--- src/rtl/timer_mode_pkg.sv ---
/*
  Shared constants and carriers for the timer channel mode block:
  register offsets, field positions, reset value, field codes, structs.
  Assumes a 16-bit register port and one 50 MHz clock.
*/
package timer_mode_pkg;

  localparam int          ADDR_W            = 4;
  localparam int          DATA_W            = 16;

  // register offsets on the plain register port
  localparam logic [3:0]  MODE_REG_OFFSET   = 4'h0;
  localparam logic [3:0]  STATUS_REG_OFFSET = 4'h1;

  // field positions inside the channel mode register
  localparam int          OPCLK_MSB         = 15;
  localparam int          OPCLK_LSB         = 14;
  localparam int          CLKSRC_BIT        = 12;
  localparam int          ROLE_BIT          = 11;
  localparam int          TRIG_MSB          = 10;
  localparam int          TRIG_LSB          = 8;
  localparam int          EDGE_MSB          = 7;
  localparam int          EDGE_LSB          = 6;
  localparam int          OPMODE_MSB        = 3;
  localparam int          OPMODE_LSB        = 1;
  localparam int          STARTOPT_BIT      = 0;

  localparam logic [15:0] MODE_RESET        = 16'h0000;
  // bits 13, 5 and 4 never store
  localparam logic [15:0] MODE_WRITE_MASK   = 16'hdfcf;

  // trigger source codes
  localparam logic [2:0]  TRIG_SOFTWARE     = 3'h0;
  localparam logic [2:0]  TRIG_EDGE         = 3'h1;
  localparam logic [2:0]  TRIG_BOTH         = 3'h2;
  localparam logic [2:0]  TRIG_MASTER       = 3'h4;

  // input edge codes
  localparam logic [1:0]  EDGE_FALL         = 2'h0;
  localparam logic [1:0]  EDGE_RISE         = 2'h1;
  localparam logic [1:0]  EDGE_LOW_WIDTH    = 2'h2;
  localparam logic [1:0]  EDGE_HIGH_WIDTH   = 2'h3;

  // operating mode codes
  localparam logic [2:0]  OPM_INTERVAL      = 3'h0;
  localparam logic [2:0]  OPM_CAPTURE       = 3'h2;
  localparam logic [2:0]  OPM_EVENT         = 3'h3;
  localparam logic [2:0]  OPM_ONE_COUNT     = 3'h4;
  localparam logic [2:0]  OPM_CAPTURE_ONE   = 3'h6;

  typedef struct packed {
    logic [3:0]  addr;
    logic [15:0] wdata;
    logic        wr;
    logic        rd;
  } reg_req_t;

  typedef struct packed {
    logic [1:0] op_clock;
    logic       clk_src;
    logic       role;
    logic [2:0] trig;
    logic [1:0] edge_sel;
    logic [2:0] opmode;
    logic       start_opt;
  } mode_fields_t;

  typedef struct packed {
    logic start;
    logic capture;
    logic count_tick;
    logic count_up;
    logic start_irq;
    logic out_toggle;
    logic counting;
  } chan_ctrl_t;

endpackage : timer_mode_pkg

--- src/rtl/timer_channel_mode_control.sv ---
/*
  Mode register and decode for one timer channel: register storage,
  input edge detection, start/capture trigger selection, count clock
  selection, start interrupt and output toggle, retrigger handling.
  Assumes all inputs synchronous to mclk_in, and a prescaler outside
  that gives a one-cycle tick of the selected operation clock.
*/
// Behaviour
// - on channel 2, bit 11 set makes the channel a master.
// - only channel 2 can become master through bit 11.
// - channel 0 is always master; its bit 11 reads zero.
// - on channels 1 and 3, bit 11 selects 8-bit split operation.
// - trigger field picks software, edge, both edges or master start.
// - edge field picks falling, rising, low or high width edges.
// - mode field sets operating mode and count direction.
// - interval and capture: option bit raises interrupt and toggle.
// - event counter start raises no interrupt, output unchanged.
// - one-count, option 0: starts during counting are ignored.
// - one-count, option 1: start during counting restarts, no interrupt.
// - one-count start never drives interrupt or output.
// - capture one-count: no start interrupt, busy starts ignored.
// - count clock is operation clock tick or valid input edge.
// - mode register clears to zero on reset.
`timescale 1ns/1ps
module timer_channel_mode_control #(
  parameter int CHANNEL = 0
) (
  input  wire logic                      mclk_in,
  input  wire logic                      arst_n_in,
  input  wire timer_mode_pkg::reg_req_t  reg_req_in,
  output      logic [15:0]               reg_rdata_out,
  input  wire logic                      op_clock_tick_in,
  input  wire logic                      timer_input_pin_in,
  input  wire logic                      channel_start_trigger_in,
  input  wire logic                      channel_stop_trigger_in,
  input  wire logic                      master_interrupt_in,
  input  wire logic                      count_done_in,
  output      timer_mode_pkg::chan_ctrl_t ctrl_out,
  output      logic [1:0]                operation_clock_select_out,
  output      logic                      master_role_select_out,
  output      logic                      width_split_select_out
);
  import timer_mode_pkg::*;

  typedef enum logic [0:0] {
    ST_IDLE  = 1'b0,
    ST_COUNT = 1'b1
  } chan_state_t;

  // field view of the raw register, used by decode and status
  function automatic mode_fields_t fields_of(input logic [15:0] r);
    mode_fields_t f;
    f.op_clock  = r[OPCLK_MSB:OPCLK_LSB];
    f.clk_src   = r[CLKSRC_BIT];
    f.role      = r[ROLE_BIT];
    f.trig      = r[TRIG_MSB:TRIG_LSB];
    f.edge_sel  = r[EDGE_MSB:EDGE_LSB];
    f.opmode    = r[OPMODE_MSB:OPMODE_LSB];
    f.start_opt = r[STARTOPT_BIT];
    return f;
  endfunction : fields_of

  function automatic logic mode_legal(input logic [2:0] m);
    return (m == OPM_INTERVAL) || (m == OPM_CAPTURE) ||
           (m == OPM_EVENT) || (m == OPM_ONE_COUNT) ||
           (m == OPM_CAPTURE_ONE);
  endfunction : mode_legal

  function automatic logic trig_legal(input logic [2:0] t);
    return (t == TRIG_SOFTWARE) || (t == TRIG_EDGE) ||
           (t == TRIG_BOTH) || (t == TRIG_MASTER);
  endfunction : trig_legal

  logic [15:0]  mode_reg;
  logic [15:0]  next_mode_reg;
  logic         pin_q;
  logic         next_pin_q;
  logic [15:0]  next_rdata;
  chan_state_t  state;
  chan_state_t  next_state;
  chan_ctrl_t   next_ctrl;
  mode_fields_t f;
  logic         rise;
  logic         fall;
  logic         valid_edge;
  logic         start_edge;
  logic         capture_edge;
  logic         trig_start;
  logic         trig_capture;
  logic         bad_config;
  logic         busy_block;
  logic [15:0]  role_mask;

  assign f = fields_of(mode_reg);

  // bit 11 only stores where the channel has a role or split bit
  // role bit gate
  assign role_mask = (CHANNEL == 0 || CHANNEL > 3) ? 16'hf7ff : 16'hffff;

  // register write path; reserved bits masked so they read zero
  always_comb begin
    next_mode_reg = mode_reg;
    if (reg_req_in.wr && reg_req_in.addr == MODE_REG_OFFSET) begin
      next_mode_reg = reg_req_in.wdata & MODE_WRITE_MASK & role_mask;
    end
  end

  // read data stands one cycle after the read strobe only
  always_comb begin
    next_rdata = 16'h0000;
    if (reg_req_in.rd) begin
      unique case (reg_req_in.addr)
        MODE_REG_OFFSET:   next_rdata = mode_reg;
        STATUS_REG_OFFSET: next_rdata = {12'h000, ~trig_legal(f.trig),
                                         ~mode_legal(f.opmode), pin_q,
                                         (state == ST_COUNT)};
        default:           next_rdata = 16'h0000;
      endcase
    end
  end

  always_ff @(posedge mclk_in or negedge arst_n_in) begin
    if (!arst_n_in) begin
      mode_reg      <= MODE_RESET;
      reg_rdata_out <= 16'h0000;
    end else begin
      mode_reg      <= next_mode_reg;
      reg_rdata_out <= next_rdata;
    end
  end

  assign master_role_select_out = (CHANNEL == 0) ||
                                  (CHANNEL == 2 && f.role);
  assign width_split_select_out = (CHANNEL == 1 || CHANNEL == 3) && f.role;
  assign operation_clock_select_out = f.op_clock;

  // pin sampled on operation clock tick
  always_comb begin
    next_pin_q = pin_q;
    if (op_clock_tick_in) begin
      next_pin_q = timer_input_pin_in;
    end
  end

  always_ff @(posedge mclk_in or negedge arst_n_in) begin
    if (!arst_n_in) begin
      pin_q <= 1'b0;
    end else begin
      pin_q <= next_pin_q;
    end
  end

  // edge pulses last only the tick cycle, so one per transition
  assign rise = op_clock_tick_in && timer_input_pin_in && !pin_q;
  assign fall = op_clock_tick_in && !timer_input_pin_in && pin_q;

  always_comb begin
    unique case (f.edge_sel)
      EDGE_FALL: begin
        valid_edge   = fall;
        start_edge   = fall;
        capture_edge = fall;
      end
      EDGE_RISE: begin
        valid_edge   = rise;
        start_edge   = rise;
        capture_edge = rise;
      end
      EDGE_LOW_WIDTH: begin
        valid_edge   = rise || fall;
        start_edge   = fall;
        capture_edge = rise;
      end
      EDGE_HIGH_WIDTH: begin
        valid_edge   = rise || fall;
        start_edge   = rise;
        capture_edge = fall;
      end
    endcase
  end

  // trigger source selection; prohibited codes give only the software start, no capture
  always_comb begin
    trig_start   = channel_start_trigger_in;
    trig_capture = 1'b0;
    unique case (f.trig)
      TRIG_SOFTWARE: ;
      TRIG_EDGE: begin
        trig_start   = channel_start_trigger_in || valid_edge;
        trig_capture = valid_edge;
      end
      TRIG_BOTH: begin
        trig_start   = channel_start_trigger_in || start_edge;
        trig_capture = capture_edge;
      end
      TRIG_MASTER: begin
        trig_start = channel_start_trigger_in || master_interrupt_in;
      end
      default: trig_start = channel_start_trigger_in;
    endcase
  end

  // prohibited codes hold the channel idle
  assign bad_config = !mode_legal(f.opmode) || !trig_legal(f.trig);

  // one-count option 0 ignores busy starts
  assign busy_block = (f.opmode == OPM_ONE_COUNT && !f.start_opt) ||
                      (f.opmode == OPM_CAPTURE_ONE);

  // run state and registered control pulses
  always_comb begin
    next_state = state;
    next_ctrl  = '0;
    next_ctrl.count_up = (f.opmode == OPM_CAPTURE) ||
                         (f.opmode == OPM_CAPTURE_ONE);
    unique case (state)
      ST_IDLE: begin
        if (trig_start && !bad_config && !channel_stop_trigger_in) begin
          next_state      = ST_COUNT;
          next_ctrl.start = 1'b1;
          if ((f.opmode == OPM_INTERVAL || f.opmode == OPM_CAPTURE) &&
              f.start_opt) begin
            next_ctrl.start_irq  = 1'b1;
            next_ctrl.out_toggle = 1'b1;
          end
        end
      end
      ST_COUNT: begin
        if (channel_stop_trigger_in || bad_config) begin
          next_state = ST_IDLE;
        end else if (trig_start && !busy_block) begin
          next_ctrl.start = 1'b1;
        end else if (count_done_in && (f.opmode == OPM_ONE_COUNT ||
                                       f.opmode == OPM_CAPTURE_ONE)) begin
          next_state = ST_IDLE;
        end
        next_ctrl.count_tick = f.clk_src ? valid_edge : op_clock_tick_in;
        next_ctrl.capture = trig_capture &&
                            (f.opmode == OPM_CAPTURE ||
                             f.opmode == OPM_CAPTURE_ONE);
      end
    endcase
    next_ctrl.counting = (next_state == ST_COUNT);
  end

  always_ff @(posedge mclk_in or negedge arst_n_in) begin
    if (!arst_n_in) begin
      state    <= ST_IDLE;
      ctrl_out <= '0;
    end else begin
      state    <= next_state;
      ctrl_out <= next_ctrl;
    end
  end
endmodule : timer_channel_mode_control

--- config.mk ---
export PLATFORM = sky130hd
export DESIGN_NAME = timer_channel_mode_control
export DESIGN_NICKNAME = d
export VERILOG_FILES = /design/src/rtl/timer_mode_pkg.sv /design/src/rtl/timer_channel_mode_control.sv
export SDC_FILE = /design/constraint.sdc
export NUM_CORES = 1
export LEC_CHECK = 0
export BUFFER_PORTS_ARGS = -buffer_cell sky130_fd_sc_hd__buf_2
export CAP_MARGIN = 20
export CORE_MARGIN = 1.5
export CORE_UTILIZATION = 51
export CTS_CLUSTER_SIZE = 24
export DETAILED_ROUTE_END_ITERATION = 16
export GPL_ROUTABILITY_DRIVEN = 0
export HOLD_SLACK_MARGIN = 0.08
export PLACE_DENSITY = 0.93
export SKIP_LAST_GASP = 1
export SLEW_MARGIN = 20
export SYNTH_ARGS = -nofsm -noshare
export SYNTH_HDL_FRONTEND = slang
export SYNTH_SLANG_ARGS = --single-unit
--- constraint.sdc ---
create_clock -name mclk_in -period 4.2 [get_ports mclk_in]
set_input_delay 0.84 -clock mclk_in [delete_from_list [all_inputs] [get_ports mclk_in]]
set_output_delay 0.84 -clock mclk_in [all_outputs]
set_load 0.01 [all_outputs]
==> out/qor.yml <==
outcome:
  status: "finished, final reports clean"
min_path:
  hold_path.class: "in -> async"
cells_and_area:
  stdcell_area_sq_um: 1760
  fin_util_pct: 63.7
  drive_above_1_share_pct: 40.9
  fin_nets: 204
  num_antenna_cells: 0
  area_growth_pct: 19.4
pwr:
  p_leak_nw: 0.927
  ir_drop_mv: 0.386
  power.density_nw_per_um2: 444
timing:
  fin_skew_ns: 0.0118
  period_share_pct: 43.9
  finalHoldViolations: 0
  fmax_mhz: 543
  worst_pin_slew_ns: 0.656
  max_slew_margin_pct: 56.3
  post-route-min-period_ns: 1.84
  setup_viol_count_final: 0
  setup_ws_ns: 2.36
  finalSetupTns_ns: 0
  hold_ws_ns: 0.525
  rsz0062_at_grt: "false"
  slew_viol_final: 0
die:
  die_h_um: 56.7
  core-area_sq_um: 2760
  fp-row-count: 19
  ioPinCount: 57
  dieArea_sq_um: 3220
  die_width_um: 56.7
  start_util_pct: 53.4
setup_path:
  arrival_ns: 2.06
  cp_cell_sequence: "buf_2, nor3_2, nand3b_1, mux2_1"
  reg2reg_depth: 6
  worstReg2RegEnd: "ctrl_out[5]"
  cp_max_fo: 12
  worstReg2RegStart: "mode_reg[7]"
  setup.worst_path.start_class: "input pin"
  crit_end: "mode_reg[6]"
  setup.worst_path.start: "reg_req_in[21]"
  r2r_slack_ns: 2.44
  crit_path_max_incr_delay_ns: 0.47
  cp_slowest_cell: "mux2_1"
  end_kind: "flop"
  required_ns: 4.42
  worstSetupPathType: "in -> reg"
cts:
  htreeDepth: 2
  clkSinkCount: 31
  path_clk_slew_ns: 0.10
  cts_resized: 0
  post-cts-setup-buffer-count: 0
  clk_path_buf_depth: 2
  cts_hold_buf: 0
  root_buffer: "clkbuf_4"
  clk_latency_ns: 0.33
  tritoncts: "built"
  cts_buffers: 5
synthesis:
  synthCells: 125
  yosys_warnings: 0
  yosysSeqAreaShare_pct: 52.7
  avgSynthCellArea_sq_um: 11.8
  synth_area_sq_um: 1470
  synthTopCellsByArea: "dfrtp_1 53%, mux2_2 8.4%, buf_4 5.1%"
  synth.ff_latch_count: 31
  synth.top_cell.area_share_pct: 52.7
  synthDistinctLibCells: 33
  synth_area_leader_cell: "dfrtp_1"
placement:
  post-place-ws_ns: 1.98
  place_area_sq_um: 1670
  portBuffers: 46
  hpwlAfterDp_mm: 2.21
grt:
  grt_max_degree: 32
  antenna_found_initial: 0
  grt_use_total_pct: 19.7
  overflow: 0
  grt_pass1_vias: 1094
  grt_pass1_wl_mm: 4.78
flow_run:
  drv_cap: 0
routing:
  wl_mm: 2.87
  first_pass_iters: 4
  drt-initial-drc-count: 8
  postRouteAntennaNets: 0
  wl_per_cell_um: 14.2
  vias: 1083
  vias_per_cell: 5.36
  drc: 0
[layer usage]
| metal | routed length (um) | vias up | share of wire, % | track usage (%) |
|---|---|---|---|---|
| met3 | 190 | 11 | 6.6 | 6.68 |
| met5 | 0 | - | 0 | 0 |
| met1 | 1190 | 519 | 42 | 23.8 |
| met2 | 1400 | 51 | 49 | 30.7 |
| li1 | - | 502 | - | - |
| met4 | 89 | 0 | 3.1 | 10.9 |
[how the worst min path moves through the flow]
stage | from | to
after CTS | mode_reg[12] | reg_rdata_out[12]
after floorplan | mode_reg[12] | reg_rdata_out[12]
final | arst_n_in | reg_rdata_out[9]
after global routing | mode_reg[15] | reg_rdata_out[15]
after detailed placement | mode_reg[14] | reg_rdata_out[14]
after global placement | mode_reg[14] | reg_rdata_out[14]
[critical path, delay by kind of cell]
family | cells | cell delay, ns
buf+inv | 1 | 0.10
simple gates | 2 | 0.65
mux | 1 | 0.47
[power by group]
group	internal, W	switching [W]
logic	0.0000832	0.0000824
clock network	0.000141	0.0000980
registers	0.000335	0.0000409
total	0.000559	0.000221
[metrics by stage]
stage	std cells	total power, W
after floorplan	129	0.000496
after global placement	194	0.000530
after detailed placement	194	0.000546
after CTS	202	0.000787
after global routing	202	0.000825
final	202	0.000780
[cell usage after synthesis]
cell type / n
a211oi_1: 1
a211oi_2: 1
a21boi_0: 1
a21oi_1: 5
a22oi_1: 1
a31o_2: 1
and2_1: 6
and3b_1: 1
buf_2: 2
buf_4: 10
conb_1: 2
dfrtp_1: 31
ha_1: 4
inv_1: 4
maj3_2: 1
mux2_1: 2
mux2_2: 11
mux2i_1: 5
nand2_1: 3
nand2b_1: 6
nand3_1: 1
nand3b_1: 1
nor2_1: 7
nor2b_1: 3
nor3_1: 4
nor3_2: 1
nor4_1: 1
nor4bb_1: 1
o21a_1: 1
o21ai_0: 3
o32ai_2: 1
o41ai_1: 1
or2b_1: 2
[cells in the final DEF (no fill, tap or decap), types with 2 or more instances in the layout]
cell type and n:
buf_2 46, dfrtp_1 31, mux2_2 11, nor2_1 7, and2_1 6, nand2b_1 6
conb_1 6, mux2i_1 5, a21oi_1 5, clkbuf_4 5, inv_1 4, nor3_1 4
ha_1 4, nand2_1 3, nor2b_1 3, o21ai_0 3, or2b_1 2, mux2_1 2
[layout make-up]
class	instances	area [sq um]
Inverter	4	15.0
Tap cell	31	38.8
Multi-Input combinational cell	82	611
Timing Repair Buffer	46	230
Clock inverter	2	35.0
Clock buffer	6	51.3
Sequential cell	31	776
Fill cell	227	1000
[logic make-up (layout without fill, tap and decap cells)]
logic type                 after synthesis  in the layout  share of synthesized area (%)
AOI/OAI and AO/OA                       16             16                           7.91
adders and majority gates                5              5                           4.17
buffers and inverters                   16             58                           6.80
DFF                                     31             31                           52.7
muxes                                   18             18                           13.4
other                                    2              6                          0.510
and+or+nand+nor                         37             37                           14.5
No activity file was read; power rests on OpenSTA's default activity.
